### config.mk
export PLATFORM = sky130hd
export DESIGN_NAME = pin_activity_monitor
export DESIGN_NICKNAME = d
export VERILOG_FILES = /design/src/level_sync.v /design/src/pin_activity_monitor.v
export VERILOG_INCLUDE_DIRS = /design/src
export SDC_FILE = /design/constraint.sdc
export NUM_CORES = 1
export LEC_CHECK = 0
export BUFFER_PORTS_ARGS = -buffer_cell sky130_fd_sc_hd__buf_4
export CAP_MARGIN = 10
export CELL_PAD_IN_SITES_DETAIL_PLACEMENT = 1
export CELL_PAD_IN_SITES_GLOBAL_PLACEMENT = 1
export CORE_MARGIN = 4
export CORE_UTILIZATION = 47
export CTS_CLUSTER_SIZE = 14
export DETAILED_ROUTE_END_ITERATION = 10
export GPL_TIMING_DRIVEN = 0
export MAX_ROUTING_LAYER = met4
export PLACE_DENSITY_LB_ADDON = 0.1
export SLEW_MARGIN = 0
export SYNTH_ARGS = -nofsm -noshare
export SYNTH_HDL_FRONTEND = slang
export SYNTH_SLANG_ARGS = --single-unit
### constraint.sdc
create_clock -name clock -period 3.6 [get_ports clock]
set_input_delay 0.72 -clock clock [delete_from_list [all_inputs] [get_ports clock]]
set_output_delay 0.72 -clock clock [all_outputs]
set_load 0.005 [all_outputs]
### src/pin_activity_monitor_consts.vh
// Constants for the pin activity monitor: register addresses, widths and reset values
`ifndef PIN_ACTIVITY_MONITOR_CONSTS_VH
`define PIN_ACTIVITY_MONITOR_CONSTS_VH

// ************************************************************
// Widths
// ************************************************************
`define MON_PIN_COUNT 8
`define MON_SFR_ADDR_W 8
`define MON_SYNC_W 10

// ************************************************************
// Special function register addresses
// ************************************************************
`define MON_ADDR_ENABLE 8'h92
`define MON_ADDR_QUALIFY 8'h93
`define MON_ADDR_POLARITY 8'h94
`define MON_ADDR_FLAGS 8'h95

// ************************************************************
// Reset and fixed values
// ************************************************************
`define MON_RESET_BYTE 8'h00
`define MON_UNMAPPED_READ 8'h00
`define MON_ZERO_BIT 1'h0
`define MON_STROBE_IDLE 2'h3

// ************************************************************
// Position of the host strobes in the synchroniser vector
// ************************************************************
`define MON_SYNC_RD_BIT 8
`define MON_SYNC_WR_BIT 9

`endif

### src/level_sync.v
// Two flip-flop level synchroniser, one stage pair per bit
`timescale 1ns/1ps

module level_sync #(
    parameter WIDTH = 1,
    parameter [WIDTH-1:0] RESET_VAL = {WIDTH{1'b0}}
) (
    input wire clock,
    input wire arst_n,
    input wire [WIDTH-1:0] async_in,
    output wire [WIDTH-1:0] sync_out
);

    reg [WIDTH-1:0] meta_r;
    reg [WIDTH-1:0] stable_r;

    // First stage feeds only the second stage
    always @(posedge clock or negedge arst_n) begin
        if (!arst_n) begin
            meta_r <= RESET_VAL;
            stable_r <= RESET_VAL;
        end else begin
            meta_r <= async_in;
            stable_r <= meta_r;
        end
    end

    assign sync_out = stable_r;

endmodule // level_sync

### src/pin_activity_monitor.v
// Pin activity monitor: enable, qualify, polarity and sticky flag registers on the SFR bus
`timescale 1ns/1ps
`include "pin_activity_monitor_consts.vh"

module pin_activity_monitor (
    input wire clock,
    input wire arst_n,
    input wire [`MON_PIN_COUNT-1:0] monitor_input_pin,
    input wire host_io_read_strobe_n,
    input wire host_io_write_strobe_n,
    input wire [`MON_SFR_ADDR_W-1:0] sfr_addr,
    input wire sfr_wr,
    input wire sfr_rd,
    input wire [`MON_PIN_COUNT-1:0] sfr_wdata,
    output wire [`MON_PIN_COUNT-1:0] sfr_rdata,
    output wire sfr_hit,
    input wire monitor_irq_global_enable,
    input wire monitor_irq_priority,
    output wire [`MON_PIN_COUNT-1:0] port_input_level,
    output wire monitor_irq_req,
    output wire monitor_irq_high_priority
);

    // ************************************************************
    // Declarations
    // ************************************************************
    // Registered state and the next-state values of the flag and read data registers
    reg [`MON_PIN_COUNT-1:0] monitor_enable_bits_r;
    reg [`MON_PIN_COUNT-1:0] monitor_qualify_bits_r;
    reg [`MON_PIN_COUNT-1:0] monitor_polarity_bits_r;
    reg [`MON_PIN_COUNT-1:0] monitor_flag_bits_r;
    reg [`MON_PIN_COUNT-1:0] monitor_flag_bits_nxt;
    reg [`MON_PIN_COUNT-1:0] rdata_r;
    reg [`MON_PIN_COUNT-1:0] rdata_nxt;
    reg irq_req_r;
    reg irq_prio_r;
    // Combinational nets
    wire [`MON_SYNC_W-1:0] raw_inputs;
    wire [`MON_SYNC_W-1:0] synced_inputs;
    wire [`MON_PIN_COUNT-1:0] pin_level;
    wire strobe_rd_n;
    wire strobe_wr_n;
    wire host_strobe_active;
    wire [`MON_PIN_COUNT-1:0] pin_valid;
    wire [`MON_PIN_COUNT-1:0] pin_detect;
    wire sel_enable;
    wire sel_qualify;
    wire sel_polarity;
    wire sel_flags;

    // ************************************************************
    // Input synchronisation
    // ************************************************************

    // Pins and active-low strobes share one synchroniser; strobes idle high
    assign raw_inputs = {host_io_write_strobe_n, host_io_read_strobe_n, monitor_input_pin};

    // Strobes reset to idle so no false qualification follows reset
    level_sync #(
        .WIDTH(`MON_SYNC_W),
        .RESET_VAL({`MON_STROBE_IDLE, `MON_RESET_BYTE})
    ) u_input_sync (
        .clock(clock),
        .arst_n(arst_n),
        .async_in(raw_inputs),
        .sync_out(synced_inputs)
    );

    // Split the synchroniser vector back into pins and strobes
    assign pin_level = synced_inputs[`MON_PIN_COUNT-1:0];
    assign strobe_rd_n = synced_inputs[`MON_SYNC_RD_BIT];
    assign strobe_wr_n = synced_inputs[`MON_SYNC_WR_BIT];

    // Port input path always shows the synchronised pin level
    assign port_input_level = pin_level;

    // ************************************************************
    // Detection
    // ************************************************************

    // Either strobe low counts as a valid host access
    assign host_strobe_active = ~strobe_rd_n | ~strobe_wr_n;

    // Valid state is the level equal to the polarity bit
    assign pin_valid = ~(pin_level ^ monitor_polarity_bits_r);

    // Qualified pins also need a coincident host strobe; only enabled pins detect
    assign pin_detect = monitor_enable_bits_r & pin_valid
                        & (~monitor_qualify_bits_r | {`MON_PIN_COUNT{host_strobe_active}});

    // ************************************************************
    // Register decode
    // ************************************************************
    // One select per mapped address; the hit flag covers all four
    assign sel_enable = (sfr_addr == `MON_ADDR_ENABLE);
    assign sel_qualify = (sfr_addr == `MON_ADDR_QUALIFY);
    assign sel_polarity = (sfr_addr == `MON_ADDR_POLARITY);
    assign sel_flags = (sfr_addr == `MON_ADDR_FLAGS);
    assign sfr_hit = sel_enable | sel_qualify | sel_polarity | sel_flags;

    // ************************************************************
    // Control registers
    // ************************************************************

    // Plain read/write byte registers
    always @(posedge clock or negedge arst_n) begin
        if (!arst_n) begin
            monitor_enable_bits_r <= `MON_RESET_BYTE;
            monitor_qualify_bits_r <= `MON_RESET_BYTE;
            monitor_polarity_bits_r <= `MON_RESET_BYTE;
        end else if (sfr_wr) begin
            if (sel_enable) begin
                monitor_enable_bits_r <= sfr_wdata;
            end
            if (sel_qualify) begin
                monitor_qualify_bits_r <= sfr_wdata;
            end
            if (sel_polarity) begin
                monitor_polarity_bits_r <= sfr_wdata;
            end
        end
    end

    // ************************************************************
    // Sticky flags
    // ************************************************************

    // A zero written clears, a one keeps; a detection always wins over the clear
    // Set wins so an event in the clearing cycle is never lost
    // Firmware clears one flag by writing zero there and ones elsewhere
    always @* begin
        monitor_flag_bits_nxt = monitor_flag_bits_r;
        if (sfr_wr && sel_flags) begin
            monitor_flag_bits_nxt = monitor_flag_bits_r & sfr_wdata;
        end
        monitor_flag_bits_nxt = monitor_flag_bits_nxt | pin_detect;
    end

    // Flag register; every reset kind clears it
    always @(posedge clock or negedge arst_n) begin
        if (!arst_n) begin
            monitor_flag_bits_r <= `MON_RESET_BYTE;
        end else begin
            monitor_flag_bits_r <= monitor_flag_bits_nxt;
        end
    end

    // ************************************************************
    // Read path
    // ************************************************************

    // Read data registered on the read strobe; unmapped addresses return zero
    always @* begin
        rdata_nxt = rdata_r;
        if (sfr_rd) begin
            case (1'b1)
                sel_enable: begin
                    rdata_nxt = monitor_enable_bits_r;
                end
                sel_qualify: begin
                    rdata_nxt = monitor_qualify_bits_r;
                end
                sel_polarity: begin
                    rdata_nxt = monitor_polarity_bits_r;
                end
                sel_flags: begin
                    rdata_nxt = monitor_flag_bits_r;
                end
                default: begin
                    rdata_nxt = `MON_UNMAPPED_READ;
                end
            endcase
        end
    end

    // Read data flip-flops
    always @(posedge clock or negedge arst_n) begin
        if (!arst_n) begin
            rdata_r <= `MON_RESET_BYTE;
        end else begin
            rdata_r <= rdata_nxt;
        end
    end

    // Read data straight from its flip-flops
    assign sfr_rdata = rdata_r;

    // ************************************************************
    // Interrupt request
    // ************************************************************

    // Only flags of enabled pins count; global enable gates the whole request
    always @(posedge clock or negedge arst_n) begin
        if (!arst_n) begin
            irq_req_r <= `MON_ZERO_BIT;
            irq_prio_r <= `MON_ZERO_BIT;
        end else begin
            irq_req_r <= monitor_irq_global_enable
                         & (|(monitor_flag_bits_r & monitor_enable_bits_r));
            irq_prio_r <= monitor_irq_priority;
        end
    end

    // Request and priority leave from flip-flops
    assign monitor_irq_req = irq_req_r;
    assign monitor_irq_high_priority = irq_prio_r;

endmodule // pin_activity_monitor

# Word-level counts from Yosys, hierarchy flattened
# Cells that the tools add are included.
# word_totals
ff_bits	62
latch_bits	0
ramBits	0
romBits	0
in_bits	32
output_inout_bits	19
elab_cells	39
mem_count	0
# classes
n_addsub	0
n_mul	0
div_mod_pow	0
n_lt_le_gt_ge	0
eq_ne	4
shifts	0
mux	5
bitwise	16
reduce_logical	5
# ops
op	count
$mux W8	5
$and A8 B8 Y8	4
$eq A8 B8 Y1 const B	4
$not A8 Y8	2
$or A8 B8 Y8	2
$reduce_or A8 Y1	1
$xor A8 B8 Y8	1
$reduce_and A2 Y1	3
$or A1 B1 Y1	4
$not A1 Y1	2
$and A1 B1 Y1	1
$logic_and A1 B1 Y1	1

# Depth between registers and ports, before layout
# Gate-level depths: netlist of run 1.
# logic_depth
ltp_word	5
ltp_mapped	5
depth_no_buf	3

# Cells and area by module
# From an unflattened synthesis of run 1, not the netlist that was laid out.
# hier_totals
cells_unflattened	205
area_unflattened_um2	2651.3
# modules_own_cells
module	n_inst	cells_each	area_per_inst_um2	seq_area_each_um2
pin_activity_monitor	1	185	2145.8	1051.0
level_sync	1	20	505.5	505.5

# Least setup slack after synthesis of run 1
# Ideal clock, no wire load.
# synth_path
path_kind	input-to-output
start	input port sfr_addr[3]
end	output port sfr_hit
t_arrival_ns	1.682
t_required_ns	2.880
path_slack_ns	1.198
stages	4
n_path_buf	1
cell_sequence	nor4b_4 -> and2_2 -> buf_2 -> a21boi_0
# synth_between
elab_chain_cells	4
word_cells_on_any_way	7
cone_classes	4 x eq/ne; 3 x bitwise
# synth_lines
element	line	rtl
start, declared	pin_activity_monitor.v:11	input wire [`MON_SFR_ADDR_W-1:0] sfr_addr,
$eq A8 B8 Y1 (no source line)	--	
$or A1 B1 Y1 (2 in series)	pin_activity_monitor.v:99	assign sfr_hit = sel_enable | sel_qualify | sel_polarity | sel_flags;
$or A1 B1 Y1 (*)	pin_activity_monitor.v:99	
end, declared	pin_activity_monitor.v:16	output wire sfr_hit,
# Every way passes the cells marked *; elsewhere a longest branch is shown, timed or not.

# Worst setup path after layout of run 1
# Same ends and word-level chain as after synthesis.

==> qor.yml, run 1 <==
timing:
  fmax_mhz: 353.5
  fin_crit_sh: 0.7857
  skew_ns: 0.01499
  finalHoldViolCount: 0
  setup_violations: 0
  maxSlewViolCount: 0
  worst_pin_slew_ns: 0.7924
  setup_tns_ns: 0
  period_minus_slack_ns: 2.829
  rsz0062_at_grt: "no"
  relSlewSlack: 0.4717
clock_network:
  clk_pin_slew_ns: 0.06
  clock_path_buffers: 2
  htreeDepth: 3
  cts_sinks: 62
  cts_tree: "built"
  postCtsSetupBuffers: 0
  cts_resized: 0
  cts-hold-fix-buffers: 0
  cts_root_buf: "clkbuf_8"
  clkLatencyLatePin_ns: 0.35
  cts_buffers: 9
synthesis:
  synth-main-ff-cell: "dfrtp_1"
  async_flop_share: 1.000
  synth.avg_cell_area_um2: 13.13
  synth-seq-cells: 62
  netlist_area_mm2: 0.002693
  syn_nets: 237
  yosys_warnings: 0
  synth_cells: 205
  ys_types: 31
  synth_edf_count: 0
  seq_area_frac_synth: 0.5781
global_route:
  antenna_found_initial: 0
  grt_max_degree: 63
  grt_pass1_wl_um: 11170
  grt_usage: 0.2142
  grt_pass1_vias: 2103
  grt_overflow_total: 0
routing:
  num_vias: 1935
  drt_pass1_iterations: 4
  ant_nets: 0
  drc: 0
  routed_wl_um: 6846
  drt_iter0_drc: 169
  wl_per_cell_um: 20.14
  vias_per_cell: 5.691
setup_path:
  cp_data_arrival_time_ns: 2.11
  cp_slowest_stage_delay_ns: 0.46
  endpoint_kind: "primary output"
  cpLargestDelayFamily: "simple AND/OR/NAND/NOR gates"
  path_cells: "buf_4, nor4b_4, and2_2, buf_2, a21boi_0, buf_4"
  critical_path_class: "primary input to primary output"
  path_common_cell: "buf_4"
  cp_num_cells: 6
  timing.reg2reg.worst_path_depth: 4
  path_buf_inv: 3
  critical_path.max_fanout: 9
  worstPathRequired_ns: 2.88
  cp-start-kind: "primary input"
  cpMaxStageDelayCell: "nor4b_4"
finish:
  fin_nets: 296
  nFillCells: 567
  drive_above_1_share: 0.3955
  area_growth_pct: 22.96
  fin_util: 0.5976
  design_area_mm2: 0.003311
  antennaDiodeCount: 0
  final_cells: 340
power_and_ir_drop:
  power_density_mw_per_mm2: 435.9
  ir_drop_mv: 0.2804
  leakage_nw: 1.591
die:
  coreArea_mm2: 0.005540
  start_util: 0.4860
  die_w_um: 83.69
  die_area_mm2: 0.007004
  fp.dieH_um: 83.69
  rows: 27
  ios: 51
run:
  drv_cap: 0
hold_path:
  hold_class: "flip-flop to flip-flop"
  holdPathStages: 0
placement:
  placed_cell_area_mm2: 0.003143
  port_buffers: 48
  dp_hpwl_um: 4627
  place.gp.congestion: 0.7698
  placedCellCount: 325
status:
  status: "finished clean"
## metrics by stage
stage          hold WS, ns  setup slack, ns  total power [mW]
5_1_grt             0.3549           0.6918             1.506
2_1_floorplan       0.3312            1.198            0.8342
3_3_place_gp        0.3312           0.7605            0.9100
6_report            0.3487           0.7714             1.443
4_1_cts             0.3511           0.7710             1.455
3_5_place_dp        0.3372           0.7736            0.9178
## worst register-to-register path: stages, from the launching register on
cell      delay, ns
dfstp_2        0.52
clkbuf_1       0.38
nand3_1        0.16
a32oi_1        0.23
o21ai_0        0.13
## cell type report
type,instances,area (µm²),area share
sequential,62,1556,0.4701
multi-input combinational,116,999.7,0.3020
timing repair buffer,48,360.3,0.1088
clock buffer,14,162.7,0.04913
buffer,18,102.6,0.03099
tap,72,90.09,0.02721
inverter,9,33.78,0.01020
clock inverter,1,5.005,0.001512
## kinds of logic (layout without fill, tap and decap cells)
family / after synthesis / count (layout) / synth area share
compound gates: 45 / 45 / 0.1273
flops: 62 / 62 / 0.5781
buf+inv: 27 / 90 / 0.05065
xor+xnor: 8 / 8 / 0.02602
simple gates: 31 / 31 / 0.08783
mux: 32 / 32 / 0.1301
## layout by cell type, fill, tap and decap left out, drive strengths merged, types with 9 or more instances in the layout
cell    synthesis  routed
mux2           24      24
inv             9       9
clkbuf          5      19
dfrtp          58      58
a32o            9       9
nand3          10      10
buf            13      61
## registers in the layout (all words and copies together) (netlist names)
signal and cells:
u_input_sync.meta_r 10, u_input_sync.sync_out 10, monitor_enable_bits_r 8, monitor_flag_bits_r 8
monitor_polarity_bits_r 8, monitor_qualify_bits_r 8, sfr_rdata 8, monitor_irq_high_priority 1
monitor_irq_req 1
## power by group
group          total [mW]  internal, mW  switching (mW)  leakage [nW]
combinational       0.150        0.0786          0.0713         0.735
clock               0.539         0.283           0.256        0.0865
sequential          0.754         0.730          0.0238         0.769
total                1.44          1.09           0.351          1.59
## synthesized netlist by cell type (5+ instances only)
master    count  area share
a32o_1        9       0.033
a32oi_1       7       0.023
buf_4         8       0.022
clkbuf_1      5      0.0070
dfrtp_1      58        0.54
inv_1         9       0.013
mux2_2       24        0.10
mux2i_1       8       0.030
nand3_1       8       0.015
nor2b_1       8       0.019
o21a_1        8       0.022
o21ai_0       7       0.013
o22ai_1       8       0.019
xnor2_1       8       0.026
## per-layer routing
metal / wire [µm] / vias up / track usage / part of all wire
met2: 3260 / 58 / 0.3181 / 0.48
met4: 178 / 0 / 0.1170 / 0.026
met3: 434 / 14 / 0.04738 / 0.063
met5: 0 / - / - / 0
li1: - / 867 / - / -
met1: 2973 / 996 / 0.2729 / 0.43
## path summary, 6_finish.rpt
kind | end | slack, ns | from
worst max-delay path | sfr_hit | 0.77 | sfr_addr[3]
worst max register to register | monitor_flag_bits_r[2] | 2.07 | u_input_sync.sync_out[8]
worst min register to register | u_input_sync.sync_out[0] | 0.35 | u_input_sync.meta_r[0]
max in group asynchronous | monitor_flag_bits_r[6] | 2.61 | arst_n
min in group asynchronous | monitor_enable_bits_r[7] | 0.46 | arst_n
worst min-delay path | u_input_sync.sync_out[0] | 0.35 | u_input_sync.meta_r[0]
No activity file was read; power rests on OpenSTA's default activity.
==> run 2, diff against run 1 <==
--- a/config.mk
+++ b/config.mk
@@ -6,12 +6,13 @@
 export SDC_FILE = /design/constraint.sdc
 export NUM_CORES = 1
 export LEC_CHECK = 0
+export ABC_AREA = 1
 export BUFFER_PORTS_ARGS = -buffer_cell sky130_fd_sc_hd__buf_4
 export CAP_MARGIN = 10
 export CELL_PAD_IN_SITES_DETAIL_PLACEMENT = 1
 export CELL_PAD_IN_SITES_GLOBAL_PLACEMENT = 1
 export CORE_MARGIN = 4
-export CORE_UTILIZATION = 47
+export CORE_UTILIZATION = 38
 export CTS_CLUSTER_SIZE = 14
 export DETAILED_ROUTE_END_ITERATION = 10
 export GPL_TIMING_DRIVEN = 0
==> constraint.sdc (replaced) <==
create_clock -name clock -period 2.37 [get_ports clock]
set_input_delay 0.474 -clock clock [delete_from_list [all_inputs] [get_ports clock]]
set_output_delay 0.474 -clock clock [all_outputs]
set_load 0.005 [all_outputs]
==> qor.yml, run 2 <==
finish:
  area_growth_pct: 25.04
  layout_common_cells: "95 x nand2_1, 58 x dfrtp_1, 57 x buf_4"
  layout_commonest_cell: "nand2_1"
  drive_above_1_share: 0.2952  # -0.1003
  antennaDiodeCount: 0  # unchanged
  fin_nets: 403  # +36%
setup_path:
  cp_data_arrival_time_ns: 1.75  # -0.36 ns
  timing.reg2reg.worst_path_depth: 5  # +1
  path_cells: "buf_4, nor2_4, nand2_1, nor2_4, nor2_2, nand2_1, buf_4"
  critical_path_class: "primary input to primary output"
  cp-start-kind: "primary input"
  cpMaxStageDelayCell: "nor2_4"
  crit_end: "sfr_hit"
  cp-startpoint: "sfr_addr[3]"
  reg2reg_setup_slack_ns: 1.16  # -0.91 ns
  cpLargestDelayFamily: "simple AND/OR/NAND/NOR gates"
  endpoint_kind: "primary output"
  reg2reg_to: "monitor_flag_bits_r[7]"
  worstPathRequired_ns: 1.90  # -0.98 ns
  r2r-start: "u_input_sync.sync_out[9]"
  path_buf_inv: 2  # -1
  cp_slowest_stage_delay_ns: 0.31  # -0.15 ns
  cp_num_cells: 7  # +1
  critical_path.max_fanout: 10  # +1
synthesis:
  synth-main-ff-cell: "dfrtp_1"
  synth_cells: 311  # +52%
  synth_top_area_cell: "dfrtp_1"
  yosysMostFrequentCell: "nand2_1"
  syn_nets: 343  # +45%
  synth_top_area_share: 0.5133  # -0.02576
  synth-seq-cells: 62  # unchanged
  synth_edf_count: 0  # unchanged
  synth.avg_cell_area_um2: 9.092  # -31%
  yosys_warnings: 0  # unchanged
  seq_area_frac_synth: 0.5504  # -0.02762
  ys_types: 25  # -19%
  synth_common_cells: "95 x nand2_1, 58 x dfrtp_1, 32 x nand3_1"
  netlist_area_mm2: 0.002828  # +5.0%
  async_flop_share: 1.000  # unchanged
  synth.area.top_cells: "dfrtp_1 51%, nand2_1 13%, nand3_1 5.7%"
die:
  die_w_um: 94.27  # +13%
  fp.dieH_um: 94.27  # +13%
  coreArea_mm2: 0.007253  # +31%
  rows: 31  # +15%
  start_util: 0.3899  # -0.09614
  ios: 51  # unchanged
  die_area_mm2: 0.008886  # +27%
power_and_ir_drop:
  switchingPower_mw: 0.5599  # +60%
  comb_power_share: 0.093  # -0.011
  p_clk_frac: 0.426  # +0.052
  cell_internal_pwr_mw: 1.841  # +69%
  ir_drop_mv: 0.4358  # +55%
  p_seq_frac: 0.481  # -0.042
  leakage_nw: 1.730  # +8.7%
  power_density_mw_per_mm2: 679.1  # +56%
  p_sw_frac: 0.2332  # -0.009912
  power_mw: 2.401  # +66%
placement:
  place.gp.congestion: 0.8013  # +4.1%
  dp_hpwl_um: 5224  # +13%
  port_buffers: 49  # +2.1%
timing:
  fin_crit_sh: 0.9392
  setup_tns_ns: 0  # unchanged
  period_minus_slack_ns: 2.226
  maxSlewViolCount: 0  # unchanged
  rsz0062_at_grt: "no"
  relSlewSlack: 0.4710  # -0.0006890
  setup_violations: 0  # unchanged
  worst_pin_slew_ns: 0.7935  # +0.001034 ns
  fmax_mhz: 449.3
  finalHoldViolCount: 0  # unchanged
  skew_ns: 0.01041  # -0.004574 ns
routing:
  num_vias: 2330  # +20%
  drt_iter0_drc: 112  # -34%
  drc: 0  # unchanged
  drt_pass1_iterations: 4  # unchanged
  wl_per_cell_um: 16.42  # -18%
  routed_wl_um: 7799  # +14%
  vias_per_cell: 4.905  # -14%
  ant_nets: 0  # unchanged
clock_network:
  cts_buffers: 9  # unchanged
  clkLatencyLatePin_ns: 0.34  # about the same
  cts-hold-fix-buffers: 0  # unchanged
  cts_tree: "built"
  clk_pin_slew_ns: 0.07  # about the same
  postCtsSetupBuffers: 0  # unchanged
  htreeDepth: 3  # unchanged
  cts_resized: 0  # unchanged
  cts_sinks: 62  # unchanged
  clock_path_buffers: 2  # unchanged
  cts_root_buf: "clkbuf_8"
global_route:
  grt_usage: 0.1969  # -0.01732
  grt_overflow_total: 0  # unchanged
  grt_pass1_wl_um: 12660  # +13%
  antenna_found_initial: 0  # unchanged
  grt_max_degree: 63  # unchanged
  grt_pass1_vias: 2462  # +17%
hold_path:
  hold_class: "primary input to async pin"
status:
  status: "finished clean"
run:
  drv_cap: 0  # unchanged
-- run 2: kinds of logic (layout without fill, tap and decap cells) --
kind of cell / Yosys count / count (layout) / share of synthesized area
xor gates and xnor gates: 8 / 8 / 0.02478
and+or+nand+nor: 160 / 160 / 0.2509
AOI/OAI and AO/OA: 42 / 42 / 0.09912
DFF: 62 / 62 / 0.5504
buffers and inverters: 39 / 104 / 0.07477
-- run 2: area by class of cell --
| type | instances | area [µm²] |
|---|---|---|
| clock inverters | 3 | 67.56 |
| fillers | 895 | 3717 |
| multi-input cells | 210 | 1060 |
| well taps | 99 | 123.9 |
| plain buffers | 14 | 117.6 |
| inverters | 25 | 93.84 |
| repair buffers | 49 | 367.9 |
| clock buffers | 13 | 148.9 |
| flip-flops and latches | 62 | 1556 |
-- run 2: worst reg2reg max path: stages (launching register included) --
cell and delay [ns]:
dfstp_2 0.52, nand2_1 0.06, inv_1 0.27, nand2_1 0.11, nand3_1 0.10, nand2_1 0.05
-- run 2: power by group through the flow --
stage          registers (mW)  clock network (mW)  logic (mW)
6_report                 1.15                1.02       0.224
5_1_grt                  1.16                1.10       0.251
4_1_cts                  1.15                1.05       0.230
3_5_place_dp             1.17                   0       0.227
3_3_place_gp             1.17                   0       0.221
2_1_floorplan            1.16                   0       0.111
-- run 2: worst min path at each step --
stage | from | endpoint | slack, ns
2_1_floorplan | arst_n | monitor_enable_bits_r[0] | 0.18
4_1_cts | monitor_input_pin[5] | u_input_sync.meta_r[5] | 0.22
3_3_place_gp | u_input_sync.meta_r[5] | u_input_sync.sync_out[5] | 0.33
6_report | arst_n | sfr_rdata[6] | 0.22
5_1_grt | host_io_write_strobe_n | u_input_sync.meta_r[9] | 0.22
3_5_place_dp | u_input_sync.meta_r[2] | u_input_sync.sync_out[2] | 0.34
-- run 2: metal layers --
layer / global-route usage / wire length (µm) / share of wire / vias to the layer above
met3: 0.03686 / 415 / 0.053 / 13
met4: 0.08063 / 130 / 0.017 / 0
met1: 0.2552 / 3491 / 0.45 / 1151
met5: - / 0 / 0 / -
li1: - / - / - / 1106
met2: 0.3044 / 3760 / 0.48 / 60
-- run 2: stage by stage --
step	worst slack [ns]	area, µm²	cells	util	hold WS (ns)
after floorplan	0.7130	2828	311	-	0.1784
after CTS	0.1250	3536	475	0.4875	0.2213
after global placement	0.1411	3319	459	0.4577	0.3328
final	0.1441	3536	475	0.4875	0.2192
after detailed placement	0.1300	3319	459	0.4577	0.3371
after global routing	0.05066	3536	475	0.4875	0.2209
